<file path="config.mk">
export PLATFORM = sky130hd
export DESIGN_NAME = cfl_loader
export DESIGN_NICKNAME = d
export VERILOG_FILES = /design/src/logic/cfl_pkg.sv /design/src/logic/cfl_loader.sv /design/src/logic/cfl_crc16.sv /design/src/logic/cfl_buf2.sv
export SDC_FILE = /design/constraint.sdc
export NUM_CORES = 1
export LEC_CHECK = 0
export ABC_AREA = 1
export BUFFER_PORTS_ARGS = -buffer_cell sky130_fd_sc_hd__clkbuf_2
export CAP_MARGIN = 5
export CELL_PAD_IN_SITES_DETAIL_PLACEMENT = 0
export CELL_PAD_IN_SITES_GLOBAL_PLACEMENT = 1
export CORE_ASPECT_RATIO = 1.1
export CORE_MARGIN = 3
export CORE_UTILIZATION = 40
export DETAILED_ROUTE_END_ITERATION = 8
export GPL_ROUTABILITY_DRIVEN = 1
export PLACE_DENSITY = 0.65
export SYNTH_ARGS = -nofsm -noshare
export SYNTH_HDL_FRONTEND = slang
export SYNTH_SLANG_ARGS = --single-unit
</file>
<file path="constraint.sdc">
create_clock -name i_clk -period 15.35 [get_ports i_clk]
set_input_delay 3.8375 -clock i_clk [delete_from_list [all_inputs] [get_ports i_clk]]
set_output_delay 3.8375 -clock i_clk [all_outputs]
set_load 0.05 [all_outputs]
</file>
<file path="src/logic/cfl_pkg.sv">
// Constants, types and helper functions of the configuration frame loader
//////////////////////////////////////////////////////////////////////////////
// Summary of operation
// Family one frame length from rows
// Family one frame count from columns
// Family one data adds eight postamble bits
// Family one image adds header bits
// Family two frame length from rows
// Family two frame count from columns
// Family two data adds five postamble bits
// Family two image rounded to bytes
// Leading ones tolerated, length counts them
// Trailing frame ones only without CRC
// Last four frame bits are check
// Frame error aborts, drives status low
// Readback appends eleven checksum msbs
// Readback checksum is serial CCITT CRC
// Operator keeps readback data state-free
// Clear, init, load, start-up in order
// Sample cell test before delay timer
// Slave power-up delay sixteen milliseconds
// Master delay four times slave delay
// Wait until shared status line released
// Delay only at power-up, not reprogram
// Without CRC compare constant end field
// With CRC compare partial running check
// Program low keeps repeating clear passes
// Release status after final clear pass
// CRC polynomial fixed, cleared per pass
// Counter widths are size parameters
//////////////////////////////////////////////////////////////////////////////
package cfl_pkg;
	localparam int CLK_FREQ_MHZ = 200;
	localparam int PWRUP_DELAY_MS = 16;
	localparam int PWRUP_DELAY_CYC = PWRUP_DELAY_MS * 1000 * CLK_FREQ_MHZ;
	localparam int MASTER_DELAY_MULT = 4;
	localparam int LOW_VOLT_EXTRA_PCT = 10;
	localparam int START_BITS = 1;
	localparam int CHECK_BITS = 4;
	localparam int F1_ROW_BITS = 10, F1_TOP = 7, F1_BOT = 13, F1_EXTRA = 1;
	localparam int F1_COL_FR = 36, F1_LEFT = 26, F1_RIGHT = 41, F1_XFR = 1, F1_POST = 8;
	localparam int F2_ROW_BITS = 13, F2_TOP = 9, F2_BOT = 17, F2_EXTRA = 8;
	localparam int F2_COL_FR = 47, F2_LEFT = 27, F2_RIGHT = 52, F2_XFR = 4, F2_POST = 5;
	localparam int HEADER_BITS = 40;
	localparam int IMAGE_TAIL_BITS = 8;
	localparam int LEN_W = 24;
	localparam int STARTUP_CLKS = 4;
	localparam int RB_TAIL_BITS = 11;
	localparam logic [3:0] PREAMBLE = 4'h2;
	localparam logic [3:0] CHECK_CONST = 4'h6;
	localparam logic [3:0] HUNT_INIT = 4'hf;
	localparam logic [15:0] CRC_POLY = 16'h1021;
	localparam logic [15:0] CRC_INIT = 16'h0000;
	localparam logic [1:0] CELL_PATTERN = 2'h2;
	localparam logic [1:0] PH_CLEAR = 2'h0, PH_INIT = 2'h1, PH_LOAD = 2'h2, PH_START = 2'h3;

	typedef enum logic [3:0] {
		ST_CELL_WR = 4'h0, ST_CELL_RD = 4'h1, ST_CLEAR = 4'h2, ST_CLEAR_LAST = 4'h3,
		ST_INIT_WAIT = 4'h4, ST_HUNT = 4'h5, ST_LEN = 4'h6, ST_SEP = 4'h7,
		ST_DATA = 4'h8, ST_CHK = 4'h9, ST_GAP = 4'ha, ST_POST = 4'hb,
		ST_WAIT_LEN = 4'hc, ST_STARTUP = 4'hd, ST_DONE = 4'he, ST_ERROR = 4'hf
	} cfl_state_t;

	function automatic int cfl_bits_per_frame(input int family, input int rows);
		if (family == 0)
			return F1_ROW_BITS * rows + F1_TOP + F1_BOT + F1_EXTRA + START_BITS + CHECK_BITS;
		return F2_ROW_BITS * rows + F2_TOP + F2_BOT + F2_EXTRA + START_BITS + CHECK_BITS;
	endfunction : cfl_bits_per_frame

	function automatic int cfl_frames(input int family, input int cols);
		if (family == 0)
			return F1_COL_FR * cols + F1_LEFT + F1_RIGHT + F1_XFR;
		return F2_COL_FR * cols + F2_LEFT + F2_RIGHT + F2_XFR;
	endfunction : cfl_frames

	function automatic int cfl_image_bits(input int family, input int rows, input int cols);
		int prog;
		prog = cfl_bits_per_frame(family, rows) * cfl_frames(family, cols)
			+ ((family == 0) ? F1_POST : F2_POST);
		if (family == 0)
			return prog + HEADER_BITS + IMAGE_TAIL_BITS;
		return ((prog + HEADER_BITS + IMAGE_TAIL_BITS + 7) / 8) * 8;
	endfunction : cfl_image_bits
endpackage : cfl_pkg

</file>
<file path="src/logic/cfl_loader.sv">
// Configuration frame loader: memory clear, bitstream loading, readback CRC
`timescale 1ns/1ps
`default_nettype none
module cfl_loader
	import cfl_pkg::*;
#(
	parameter int FAMILY = 0,
	parameter int ROWS = 10,
	parameter int COLS = 10,
	parameter int FRAME_CNT_W = 12,
	parameter int BIT_CNT_W = 10,
	parameter int DATA_W = 8,
	parameter int LOW_VOLT = 0,
	parameter int DELAY_CYC = PWRUP_DELAY_CYC
) (
	input wire logic i_clk,
	input wire logic i_rstn,
	input wire logic i_cclk,
	input wire logic i_din,
	input wire logic i_program_n,
	input wire logic i_init_n,
	output logic o_init_n,
	output logic o_init_oe,
	input wire logic i_mode_select_0,
	input wire logic i_crc_check_en,
	output logic o_wr_valid,
	output logic [DATA_W-1:0] o_wr_data,
	input wire logic i_wr_ready,
	output logic [1:0] o_phase,
	output logic o_done,
	output logic o_cfg_error,
	input wire logic i_rb_start,
	input wire logic i_rb_valid,
	input wire logic i_rb_bit,
	input wire logic i_rb_last,
	output logic o_rb_valid,
	output logic o_rb_bit
);
	localparam int BPF = cfl_bits_per_frame(FAMILY, ROWS);
	localparam int NFR = cfl_frames(FAMILY, COLS);
	localparam int POSTB = (FAMILY == 0) ? F1_POST : F2_POST;
	localparam int DATA_BITS = BPF - START_BITS - CHECK_BITS;
	localparam int SLAVE_CYC = (LOW_VOLT != 0) ? DELAY_CYC / 100 * (100 + LOW_VOLT_EXTRA_PCT)
		: DELAY_CYC;
	localparam int MASTER_CYC = SLAVE_CYC * MASTER_DELAY_MULT;
	localparam int TIMER_W = $clog2(MASTER_CYC + 1);
	localparam logic [BIT_CNT_W-1:0] DATA_LAST = BIT_CNT_W'(DATA_BITS - 1);
	localparam logic [BIT_CNT_W-1:0] CHK_LAST = BIT_CNT_W'(CHECK_BITS - 1);
	localparam logic [BIT_CNT_W-1:0] LEN_LAST = BIT_CNT_W'(LEN_W - 1);
	localparam logic [BIT_CNT_W-1:0] POST_LAST = BIT_CNT_W'(POSTB - 1);
	localparam logic [BIT_CNT_W-1:0] SU_LAST = BIT_CNT_W'(STARTUP_CLKS - 1);
	localparam logic [FRAME_CNT_W-1:0] FR_LAST = FRAME_CNT_W'(NFR - 1);
	localparam logic [TIMER_W-1:0] T_SLAVE = TIMER_W'(SLAVE_CYC);
	localparam logic [TIMER_W-1:0] T_MASTER = TIMER_W'(MASTER_CYC);
	localparam logic [3:0] RB_LAST = 4'(RB_TAIL_BITS - 1);

	//////////////////////////////////////////////////////////////////////////
	// Elaboration checks on sizing
	if (FRAME_CNT_W < $clog2(NFR + 1) || BIT_CNT_W < $clog2(DATA_BITS + 1)
		|| BIT_CNT_W < $clog2(LEN_W + 1))
	begin : g_bad_width
		$error("counter widths too narrow for device size");
	end
	if (cfl_image_bits(FAMILY, ROWS, COLS) >= (1 << LEN_W))
	begin : g_bad_len
		$error("image does not fit the length count");
	end
	if (FAMILY < 0 || FAMILY > 1 || DATA_W < 2 || ROWS < 0 || COLS < 0 || DELAY_CYC < 1)
	begin : g_bad_param
		$error("unsupported loader parameters");
	end

	//////////////////////////////////////////////////////////////////////////
	// Reset release and pin synchronisers
	logic rst_meta_reg, rstn;
	logic [4:0] sync1_reg, sync2_reg;
	logic cclk_prev_reg;
	logic cclk_s, din_s, prog_n_s, init_in_s, m0_s, cclk_rise;

	always_ff @(posedge i_clk or negedge i_rstn)
	begin
		if (!i_rstn)
		begin
			rst_meta_reg <= 1'b0;
			rstn <= 1'b0;
		end
		else
		begin
			rst_meta_reg <= 1'b1;
			rstn <= rst_meta_reg;
		end
	end

	// No reset, so the mode pin is settled when the cell test picks the delay
	always_ff @(posedge i_clk)
	begin
		sync1_reg <= {i_mode_select_0, i_init_n, i_program_n, i_din, i_cclk};
		sync2_reg <= sync1_reg;
		cclk_prev_reg <= sync2_reg[0];
	end

	assign cclk_s = sync2_reg[0];
	assign din_s = sync2_reg[1];
	assign prog_n_s = sync2_reg[2];
	assign init_in_s = sync2_reg[3];
	assign m0_s = sync2_reg[4];
	// Link edges are found on the clean copy; bench link period allows this
	assign cclk_rise = cclk_s && !cclk_prev_reg;

	//////////////////////////////////////////////////////////////////////////
	// Configuration sequencer
	cfl_state_t state_reg, state_next;
	logic [FRAME_CNT_W-1:0] pass_reg, pass_next, frame_reg, frame_next;
	logic [TIMER_W-1:0] timer_reg, timer_next;
	logic [1:0] cell_reg, cell_next, phase_reg, phase_next;
	logic [3:0] shift_reg, shift_next, chk_word;
	logic [LEN_W-1:0] len_reg, len_next, ccnt_reg, ccnt_next;
	logic [BIT_CNT_W-1:0] cnt_reg, cnt_next;
	logic [DATA_W-1:0] word_reg, word_next;
	logic [$clog2(DATA_W)-1:0] wbits_reg, wbits_next;
	logic init_oe_reg, init_oe_next, done_reg, done_next, err_reg, err_next;
	logic crc_clr, crc_en, push, buf_ready;
	logic [15:0] crc_cfg;
	logic [3:0] expect_chk;

	assign chk_word = {shift_reg[2:0], din_s};
	assign expect_chk = i_crc_check_en ? crc_cfg[15:12] : CHECK_CONST;

	always_comb
	begin
		state_next = state_reg;
		pass_next = pass_reg;
		frame_next = frame_reg;
		timer_next = (timer_reg != '0) ? timer_reg - 1'b1 : timer_reg;
		cell_next = cell_reg;
		shift_next = shift_reg;
		len_next = len_reg;
		ccnt_next = ccnt_reg;
		cnt_next = cnt_reg;
		word_next = word_reg;
		wbits_next = wbits_reg;
		init_oe_next = init_oe_reg;
		done_next = done_reg;
		err_next = err_reg;
		crc_clr = 1'b0;
		crc_en = 1'b0;
		push = 1'b0;
		if (state_reg >= ST_HUNT && state_reg <= ST_STARTUP && cclk_rise)
			ccnt_next = ccnt_reg + 1'b1;
		unique case (state_reg)
			ST_CELL_WR:
			begin
				cell_next = CELL_PATTERN;
				state_next = ST_CELL_RD;
			end
			ST_CELL_RD:
			begin
				if (cell_reg == CELL_PATTERN)
				begin
					timer_next = m0_s ? T_SLAVE : T_MASTER;
					pass_next = '0;
					state_next = ST_CLEAR;
				end
				else
					state_next = ST_CELL_WR;
			end
			ST_CLEAR, ST_CLEAR_LAST:
			begin
				init_oe_next = 1'b1;
				pass_next = pass_reg + 1'b1;
				if (pass_reg == FR_LAST)
				begin
					pass_next = '0;
					if (state_reg == ST_CLEAR_LAST)
					begin
						init_oe_next = 1'b0;
						state_next = ST_INIT_WAIT;
					end
					else if (prog_n_s && timer_reg == '0)
						state_next = ST_CLEAR_LAST;
				end
			end
			ST_INIT_WAIT:
			begin
				if (init_in_s)
				begin
					crc_clr = 1'b1;
					ccnt_next = '0;
					shift_next = HUNT_INIT;
					frame_next = '0;
					state_next = ST_HUNT;
				end
			end
			ST_HUNT:
			begin
				if (cclk_rise)
				begin
					shift_next = chk_word;
					if (chk_word == PREAMBLE)
					begin
						cnt_next = '0;
						state_next = ST_LEN;
					end
				end
			end
			ST_LEN:
			begin
				if (cclk_rise)
				begin
					len_next = {len_reg[LEN_W-2:0], din_s};
					cnt_next = cnt_reg + 1'b1;
					if (cnt_reg == LEN_LAST)
						state_next = ST_SEP;
				end
			end
			ST_SEP, ST_GAP:
			begin
				if (cclk_rise)
				begin
					if (!din_s)
					begin
						crc_en = 1'b1;
						cnt_next = '0;
						wbits_next = '0;
						state_next = ST_DATA;
					end
					else if (state_reg == ST_GAP && i_crc_check_en)
						state_next = ST_ERROR;
				end
			end
			ST_DATA:
			begin
				if (cclk_rise)
				begin
					crc_en = 1'b1;
					word_next = {word_reg[DATA_W-2:0], din_s};
					wbits_next = wbits_reg + 1'b1;
					cnt_next = cnt_reg + 1'b1;
					if (wbits_reg == ($clog2(DATA_W))'(DATA_W - 1) || cnt_reg == DATA_LAST)
					begin
						push = 1'b1;
						wbits_next = '0;
					end
					if (cnt_reg == DATA_LAST)
					begin
						cnt_next = '0;
						state_next = ST_CHK;
					end
					// Link cannot be stalled, so a full buffer halts loading
					if (push && !buf_ready)
						state_next = ST_ERROR;
				end
			end
			ST_CHK:
			begin
				if (cclk_rise)
				begin
					shift_next = chk_word;
					cnt_next = cnt_reg + 1'b1;
					if (cnt_reg == CHK_LAST)
					begin
						cnt_next = '0;
						frame_next = frame_reg + 1'b1;
						if (chk_word != expect_chk)
							state_next = ST_ERROR;
						else if (frame_reg == FR_LAST)
							state_next = ST_POST;
						else
							state_next = ST_GAP;
					end
				end
			end
			ST_POST:
			begin
				if (cclk_rise)
				begin
					cnt_next = cnt_reg + 1'b1;
					if (cnt_reg == POST_LAST)
						state_next = ST_WAIT_LEN;
				end
			end
			ST_WAIT_LEN:
			begin
				if (ccnt_reg >= len_reg)
				begin
					cnt_next = '0;
					state_next = ST_STARTUP;
				end
			end
			ST_STARTUP:
			begin
				if (cclk_rise)
				begin
					cnt_next = cnt_reg + 1'b1;
					if (cnt_reg == SU_LAST)
					begin
						done_next = 1'b1;
						state_next = ST_DONE;
					end
				end
			end
			ST_DONE:
				state_next = ST_DONE;
			ST_ERROR:
				state_next = ST_ERROR;
		endcase
		if (state_next == ST_ERROR)
		begin
			init_oe_next = 1'b1;
			err_next = 1'b1;
		end
		// Reprogramming clears again but never reloads the delay timer
		if (!prog_n_s && state_reg != ST_CELL_WR && state_reg != ST_CELL_RD)
		begin
			state_next = ST_CLEAR;
			pass_next = (state_reg == ST_CLEAR) ? pass_next : '0;
			init_oe_next = 1'b1;
			done_next = 1'b0;
			err_next = 1'b0;
		end
		if (state_next <= ST_CLEAR_LAST)
			phase_next = PH_CLEAR;
		else if (state_next == ST_INIT_WAIT)
			phase_next = PH_INIT;
		else if (state_next >= ST_STARTUP && state_next != ST_ERROR)
			phase_next = PH_START;
		else
			phase_next = PH_LOAD;
	end

	always_ff @(posedge i_clk or negedge rstn)
	begin
		if (!rstn)
		begin
			state_reg <= ST_CELL_WR;
			pass_reg <= '0;
			frame_reg <= '0;
			timer_reg <= '0;
			cell_reg <= 2'h0;
			shift_reg <= HUNT_INIT;
			len_reg <= '0;
			ccnt_reg <= '0;
			cnt_reg <= '0;
			word_reg <= '0;
			wbits_reg <= '0;
			init_oe_reg <= 1'b1;
			done_reg <= 1'b0;
			err_reg <= 1'b0;
			phase_reg <= PH_CLEAR;
		end
		else
		begin
			state_reg <= state_next;
			pass_reg <= pass_next;
			frame_reg <= frame_next;
			timer_reg <= timer_next;
			cell_reg <= cell_next;
			shift_reg <= shift_next;
			len_reg <= len_next;
			ccnt_reg <= ccnt_next;
			cnt_reg <= cnt_next;
			word_reg <= word_next;
			wbits_reg <= wbits_next;
			init_oe_reg <= init_oe_next;
			done_reg <= done_next;
			err_reg <= err_next;
			phase_reg <= phase_next;
		end
	end

	cfl_crc16 u_crc_cfg (
		.i_clk(i_clk),
		.i_rstn(rstn),
		.i_clear(crc_clr),
		.i_en(crc_en),
		.i_bit(din_s),
		.o_crc(crc_cfg)
	);

	cfl_buf2 #(.W(DATA_W)) u_buf (
		.i_clk(i_clk),
		.i_rstn(rstn),
		.i_valid(push),
		.i_data(word_next),
		.o_ready(buf_ready),
		.o_valid(o_wr_valid),
		.o_data(o_wr_data),
		.i_ready(i_wr_ready)
	);

	//////////////////////////////////////////////////////////////////////////
	// Readback stream with checksum tail
	logic rb_busy_reg, rb_busy_next, rb_tail_reg, rb_tail_next;
	logic rb_valid_reg, rb_valid_next, rb_bit_reg, rb_bit_next;
	logic [3:0] rb_cnt_reg, rb_cnt_next;
	logic rb_clr, rb_en;
	logic [15:0] crc_rb;

	assign rb_clr = i_rb_start && done_reg;
	assign rb_en = rb_busy_reg && !rb_tail_reg && i_rb_valid && !rb_clr;

	always_comb
	begin
		rb_busy_next = rb_busy_reg;
		rb_tail_next = rb_tail_reg;
		rb_cnt_next = rb_cnt_reg;
		rb_bit_next = rb_bit_reg;
		rb_valid_next = 1'b0;
		if (rb_clr)
		begin
			rb_busy_next = 1'b1;
			rb_tail_next = 1'b0;
		end
		else if (rb_en)
		begin
			rb_bit_next = i_rb_bit;
			rb_valid_next = 1'b1;
			rb_cnt_next = 4'h0;
			rb_tail_next = i_rb_last;
		end
		else if (rb_tail_reg)
		begin
			rb_bit_next = crc_rb[4'hf - rb_cnt_reg];
			rb_valid_next = 1'b1;
			rb_cnt_next = rb_cnt_reg + 4'h1;
			if (rb_cnt_reg == RB_LAST)
			begin
				rb_busy_next = 1'b0;
				rb_tail_next = 1'b0;
			end
		end
		if (!done_reg)
		begin
			rb_busy_next = 1'b0;
			rb_tail_next = 1'b0;
		end
	end

	always_ff @(posedge i_clk or negedge rstn)
	begin
		if (!rstn)
		begin
			rb_busy_reg <= 1'b0;
			rb_tail_reg <= 1'b0;
			rb_cnt_reg <= 4'h0;
			rb_bit_reg <= 1'b0;
			rb_valid_reg <= 1'b0;
		end
		else
		begin
			rb_busy_reg <= rb_busy_next;
			rb_tail_reg <= rb_tail_next;
			rb_cnt_reg <= rb_cnt_next;
			rb_bit_reg <= rb_bit_next;
			rb_valid_reg <= rb_valid_next;
		end
	end

	cfl_crc16 u_crc_rb (
		.i_clk(i_clk),
		.i_rstn(rstn),
		.i_clear(rb_clr),
		.i_en(rb_en),
		.i_bit(i_rb_bit),
		.o_crc(crc_rb)
	);

	assign o_init_oe = init_oe_reg;
	assign o_init_n = 1'b0 & init_oe_reg;
	assign o_phase = phase_reg;
	assign o_done = done_reg;
	assign o_cfg_error = err_reg;
	assign o_rb_valid = rb_valid_reg;
	assign o_rb_bit = rb_bit_reg;
endmodule : cfl_loader
`default_nettype wire

</file>
<file path="src/logic/cfl_crc16.sv">
// Serial sixteen-bit CRC shift register
`timescale 1ns/1ps
`default_nettype none
module cfl_crc16
	import cfl_pkg::*;
(
	input wire logic i_clk,
	input wire logic i_rstn,
	input wire logic i_clear,
	input wire logic i_en,
	input wire logic i_bit,
	output logic [15:0] o_crc
);
	logic [15:0] crc_reg;
	logic [15:0] crc_next;
	logic fb;

	always_comb
	begin
		fb = crc_reg[15] ^ i_bit;
		crc_next = crc_reg;
		if (i_clear)
			crc_next = CRC_INIT;
		else if (i_en)
			crc_next = {crc_reg[14:0], 1'b0} ^ (fb ? CRC_POLY : 16'h0000);
	end

	always_ff @(posedge i_clk or negedge i_rstn)
	begin
		if (!i_rstn)
			crc_reg <= 16'h0000;
		else
			crc_reg <= crc_next;
	end

	assign o_crc = crc_reg;
endmodule : cfl_crc16
`default_nettype wire

</file>
<file path="src/logic/cfl_buf2.sv">
// Two-entry buffer with registered head
`timescale 1ns/1ps
`default_nettype none
module cfl_buf2 #(
	parameter int W = 8
) (
	input wire logic i_clk,
	input wire logic i_rstn,
	input wire logic i_valid,
	input wire logic [W-1:0] i_data,
	output logic o_ready,
	output logic o_valid,
	output logic [W-1:0] o_data,
	input wire logic i_ready
);
	logic head_v_reg, head_v_next, tail_v_reg, tail_v_next;
	logic [W-1:0] head_reg, head_next, tail_reg, tail_next;
	logic push, pop;

	// Full means the tail is taken; head stays a flop so outputs are clean
	assign o_ready = !tail_v_reg;
	assign push = i_valid && !tail_v_reg;
	assign pop = head_v_reg && i_ready;

	always_comb
	begin
		head_v_next = head_v_reg;
		tail_v_next = tail_v_reg;
		head_next = head_reg;
		tail_next = tail_reg;
		if (pop)
		begin
			if (tail_v_reg)
			begin
				head_next = tail_reg;
				tail_v_next = 1'b0;
			end
			else if (push)
				head_next = i_data;
			else
				head_v_next = 1'b0;
		end
		else if (push)
		begin
			if (!head_v_reg)
			begin
				head_next = i_data;
				head_v_next = 1'b1;
			end
			else
			begin
				tail_next = i_data;
				tail_v_next = 1'b1;
			end
		end
	end

	always_ff @(posedge i_clk or negedge i_rstn)
	begin
		if (!i_rstn)
		begin
			head_v_reg <= 1'b0;
			tail_v_reg <= 1'b0;
			head_reg <= '0;
			tail_reg <= '0;
		end
		else
		begin
			head_v_reg <= head_v_next;
			tail_v_reg <= tail_v_next;
			head_reg <= head_next;
			tail_reg <= tail_next;
		end
	end

	assign o_valid = head_v_reg;
	assign o_data = head_reg;
endmodule : cfl_buf2
`default_nettype wire

</file>
# Yosys cells after proc, flatten, opt, wreduce, memory -nomap -nowiden
# Index checks and enable logic that the tools add are counted.
dict set report op_classes {
  addsub 8
  n_lt_le_gt_ge 6
  eq_ne 46
  muxes 126
  bitwise 6
  reduce_logical 56
}
# operator n
set ops {}
lappend ops {{$mux W24} 7}
lappend ops {{$mux W10} 10}
lappend ops {{$mux W4} 25}
lappend ops {{$mux W12} 7}
lappend ops {{$mux W16} 4}
lappend ops {{$pmux W10 S6} 1}
lappend ops {{$mux W8} 7}
lappend ops {{$pmux W4 S14} 1}
lappend ops {{$pmux W12 S2} 2}
lappend ops {{$mux W1} 46}
lappend ops {{$eq A4 B4 Y1 const B} 10}
lappend ops {{$xor A16 B16 Y16} 2}
lappend ops {{$mux W13} 2}
lappend ops {{$reduce_bool A2 Y1} 13}
lappend ops {{$add A12 B1 Y12 const B} 2}
lappend ops {{$add A24 B1 Y24 const B} 1}
lappend ops {{$eq A12 B9 Y1 const B} 2}
lappend ops {{$ge A24 B24 Y1} 1}
lappend ops {{$logic_not A24 Y1} 1}
lappend ops {{$ne A2 B2 Y1 const B} 12}
lappend ops {{$reduce_bool A24 Y1} 1}
lappend ops {{$sub A24 B1 Y24 const B} 1}
lappend ops {{$mux W3} 7}
lappend ops {{$eq A4 B3 Y1 const B} 5}
lappend ops {{41 further kinds} 78}
dict set report totals {
  reg_bits 201
  input_bits 13
  output_inout_bits 17
  wordCells 279
}

# Depth between registers and ports, before layout
dict set report depth {
  depth_word 15
  mapped_depth 16
  ltp_nobuf 16
}

# By module
# From an unflattened synthesis, not the netlist that was laid out.
dict set report hier_totals {
  hier_cells 1388
  hier_area_um2 10956.8
}
# mod n_inst cells_per_inst area_per_inst_um2 seq_area_each_um2
set modules_own_cells {}
lappend modules_own_cells {cfl_loader 1 1141 8613.3 3728.6}
lappend modules_own_cells {cfl_crc16 2 69 719.4 400.4}
lappend modules_own_cells {cfl_buf2 1 109 904.6 450.4}

# Worst setup path after synthesis
# Ideal clock, no wire load.
dict set report synth_path {
  path_type {input -> register}
  from {in i_crc_check_en}
  to {reg phase_reg[1], in the netlist o_phase[1]}
  setup_ns 0.118
  arrival_ns 4.964
  required_ns 15.232
  path_slack_ns 10.268
  cell_stages 9
  path_cell_list {clkbuf_1 > nand3_1 > nand2_1 > nand3_1 > o21ai_0 > o21ai_1 > o21ai_1 > inv_1 > a21o_1}
}
dict set report synth_between {
  elab_chain_cells 10
  word_cells_on_any_way 15
  cone_classes {order compare: 1; eq/ne: 2; mux: 11; reduce/logical: 1}
}
# element line
set synth_lines {}
lappend synth_lines {{start: declaration} cfl_loader.sv:25} ;# input wire logic i_crc_check_en,
lappend synth_lines {{$mux W4} cfl_loader.sv:127} ;# assign expect_chk = i_crc_check_en ? crc_cfg[15:12] : CHECK_CONST;
lappend synth_lines {{$ne A4 B4 Y1} cfl_loader.sv:264} ;# if (chk_word != expect_chk)
lappend synth_lines {{$mux W3} cfl_loader.sv:264}
lappend synth_lines {{$mux W4} cfl_loader.sv:260} ;# if (cnt_reg == CHK_LAST)
lappend synth_lines {{$mux W4} cfl_loader.sv:256} ;# if (cclk_rise)
lappend synth_lines {{$pmux W4 S14 *} cfl_loader.sv:150} ;# unique case (state_reg)
lappend synth_lines {{$mux W4 *} cfl_loader.sv:313} ;# if (!prog_n_s && state_reg != ST_CELL_WR && state_reg != ST_CELL_RD)
lappend synth_lines {{net state_next[2]} cfl_loader.sv:112} ;# cfl_state_t state_reg, state_next;
lappend synth_lines {{parallel branches: the longest is 2 deep, another holds $le A4 B2 Y1} n/a}
lappend synth_lines {{$mux W2 *} cfl_loader.sv:321} ;# if (state_next <= ST_CLEAR_LAST)
lappend synth_lines {{net phase_next[1]} cfl_loader.sv:115} ;# logic [1:0] cell_reg, cell_next, phase_reg, phase_next;
lappend synth_lines {{end signal: assignment} cfl_loader.sv:367} ;# phase_reg <= phase_next;
lappend synth_lines {{end: declaration} cfl_loader.sv:115}
# Mark *: on every way through the listed nets, which the timed path passes.
# A chain may end at the register's enable or synchronous reset.

# Worst setup path in the final report
dict set report layout_path {
  from {reg init_oe_reg, in the netlist o_init_oe}
  to {out o_init_oe}
}
# element line
set layout_rtl {}
lappend layout_rtl {{start: declaration} cfl_loader.sv:121} ;# logic init_oe_reg, init_oe_next, done_reg, done_next, err_reg, err_next;
lappend layout_rtl {{start signal: assignment} cfl_loader.sv:364} ;# init_oe_reg <= init_oe_next;
lappend layout_rtl {{end: declaration} cfl_loader.sv:23} ;# output logic o_init_oe,
# No word-level cell between the ends.

==> impl_results.md <==
* Slew HR at 0.271
* Synth area leader: dfrtp_1
* Worst Skew at 0.0132 ns
* # DRC at 0
* Commonest cells post-synth: nand2_1, dfrtp_1, inv_1, nor2_1, o21ai_0
* Crit-path cells: clkbuf_2
* Max Root-Sink Buffers at 3
* Global-route wire length before repair at between 40000 and 50000 µm
* Post-synth ARST share at 0.945
* CTS Buf Count at 25
* Most numerous cell in the Yosys netlist: nand2_1
* Worst Path Required at 11.51 ns
* Port bufs at 28
* Max Cap Violations at 0
* Detail-routed via count per cell at around 5
* Xor-xnor portion of the synthesized cell area at 0.0257
* Initial antenna violation count at 0
* Initial drt markers at around 530
* Synth Area in Compound Gates at 0.139
* Adder-cell share of the synthesized area at 0.0390
* Unrepaired setup endpoints after global routing: no
* Hold Path Class: flop to flop
* Detail Placement HPWL at between 15000 and 20000 µm
* Seq/Total Area, Yosys at 0.456
* Reg clk slew, reported paths at approximately 0.050 ns
* Peak fanout along the critical path at 2
* Status: complete, no violations
* Post-Syn Instances at 1377
* Mapped Nets at around 1400
* Cts hold-fix bufs at 0
* CTS tree: yes
* VDD IR max at 0.0000848 V
* Final slew viol count at 0
* Flop-to-flop setup slack at ~13 ns
* Share of layout cells above drive strength 1 at 0.0901
* Largest family of logic cells by synthesized area: simple AND/OR/NAND/NOR gates
* Area of the core at 26500 µm²
* Crit path arrival time at 1.32 ns
* Synth unique cells at a little over 60
* Wire per inst at 14.6 µm
* CTS resizes at 0
* Path type of the worst setup path: flop to output port
* Sum Neg Setup Slack at 0 ns
* Cell area after layout at 12200 µm²
* H-tree depth at 1
* Area growth syn-to-layout at 11.4%
* Gr usage total at 0.182
* Yosys reg bits at 201
* Number of flops mapped to enable cells by yosys at 0
* Die Wd at 163 µm
* Ys Warns at 0
* DP Area at 11400 µm²
* Clock sinks at ~200
* CP startpoint kind: flop
* Via Count at slightly below 9000
* Rows at 62
* Slowest stage cell, crit path: dfstp_2
* Setup violators final at 0
* Share of Yosys cell area claimed by the top area cell type at 0.427
* Worst-Skew Late Latency at 0.52 ns
* WP buf/inv at 1
* Final net count at ~1400
* Synth Area in Simple Gates at 0.255
* Worst slew pin tran at 1.09 ns
* Hold Fails Final Rpt at 0
* CTS root buffer: clkbuf_16
* GPL Wtd Cong at 0.812
* Initial Utilization at 0.412
* Minimum clock period at 5.16 ns
* Critical path's largest stage delay at 0.53 ns
* Synth Area per Inst at 7.92 µm²
* Top delay family on crit path: flip-flops
* Total global routing overflow at 0
* Top_reg_cell synth: dfrtp_1
* Final wirelength at 25800 µm
* Die Ht at 179 µm
* Synth top area cells: dfrtp_1, nand2_1, inv_1
* Number of global-route vias before repair at 8841
* CP Capture Type: output port
* I/O pin count at 30
* Ant. Diodes at 0
* Drt pass-1 iters at 5
* Die ar. at 29300 µm²
* Highest Clock Rate at 194 MHz
* Post-route clock period utilization at 0.336
* Pwr dens at about 96 nW/µm²
* Postcts setup bufs at 0
* Synthesized area at 10900 µm²
* Largest net degree at the start of global routing at 140
* Pleak at 5.83 nW
* Routed Antenna Nets at 0
* Mux cell area share after synthesis at 0.000918
-- layer usage --
metal | GRT usage | vias up | wire (µm)
met1 | 0.251 | 4153 | 12500
met4 | 0.0409 | 0 | 430
li1 | - | 4574 | -
met5 | 0 | - | 0
met3 | 0.0254 | 31 | 736
met2 | 0.308 | 89 | 12100
-- logic make-up after synthesis --
| group | after synthesis |
|---|---|
| AND/OR/NAND/NOR | 613 |
| multiplexers | 1 |
| buffers and inverters | 230 |
| XOR/XNOR | 32 |
| adder cells (fa/ha/maj) | 34 |
| other | 2 |
| AO/OA/AOI/OAI | 264 |
| flip-flops | 201 |
-- worst paths after layout --
path | from | to | cells after the start
worst min register to register | sync1_reg[0] | sync2_reg[0] | 0
min in group asynchronous | rstn | cnt_reg[8] | 0
worst max register to register | state_reg[3] | timer_reg[23] | 8
max in group asynchronous | i_rstn | rstn | 1
worst min-delay path | sync1_reg[0] | sync2_reg[0] | 0
worst max-delay path | o_init_oe | o_init_oe | 1
-- per-stage QoR --
step,hold slack (ns),utilization,worst slack (ns),power [mW],std cells
2_1_floorplan,0.310,-,9.67,0.594,1377
3_3_place_gp,0.310,0.429,10.07,0.612,1726
3_5_place_dp,0.314,0.429,10.0,0.612,1726
4_1_cts,0.326,0.460,10.16,1.19,1772
5_1_grt,0.329,0.460,10.14,1.23,1772
6_report,0.323,0.460,10.19,1.17,1772
-- cell type report --
type | instances | area [µm²]
repair buffers | 29 | 160
clock buffers | 42 | 749
multi-input cells | 946 | 5020
flip-flops and latches | 201 | 4980
well taps | 352 | 440
fillers | 2689 | 14300
clock inverters | 4 | 51.3
inverters | 198 | 751
-- cell usage in the layout, fill, tap and decap left out, types with 9 or more instances in the layout --
cell type,count
inv_2,10
ha_1,34
inv_1,185
o31ai_1,10
o21ai_0,111
dfxtp_1,11
nor2_1,152
clkbuf_1,11
nand4_1,18
dfrtp_1,185
nand2_1,276
nor3_1,28
xnor2_1,15
o21ai_1,16
nor4_1,10
nand3_1,83
a221oi_1,9
o22ai_1,16
xor2_1,17
clkbuf_2,28
clkbuf_16,25
a21oi_1,61
nand2_2,9
-- worst register-to-register path: stages, from the launching register on --
cell,delay [ns]
dfrtp_1,0.48
nor2_1,0.31
inv_1,0.13
nor2_1,0.37
nand2_1,0.44
inv_1,0.51
nand2_1,0.24
inv_1,0.15
a21oi_1,0.05
-- power breakdown --
part	total [mW]	switching, mW	internal, mW
clock network	0.571	0.224	0.347
registers	0.552	0.0111	0.541
logic	0.0491	0.0365	0.0126
No activity file was read; power rests on OpenSTA's default activity.
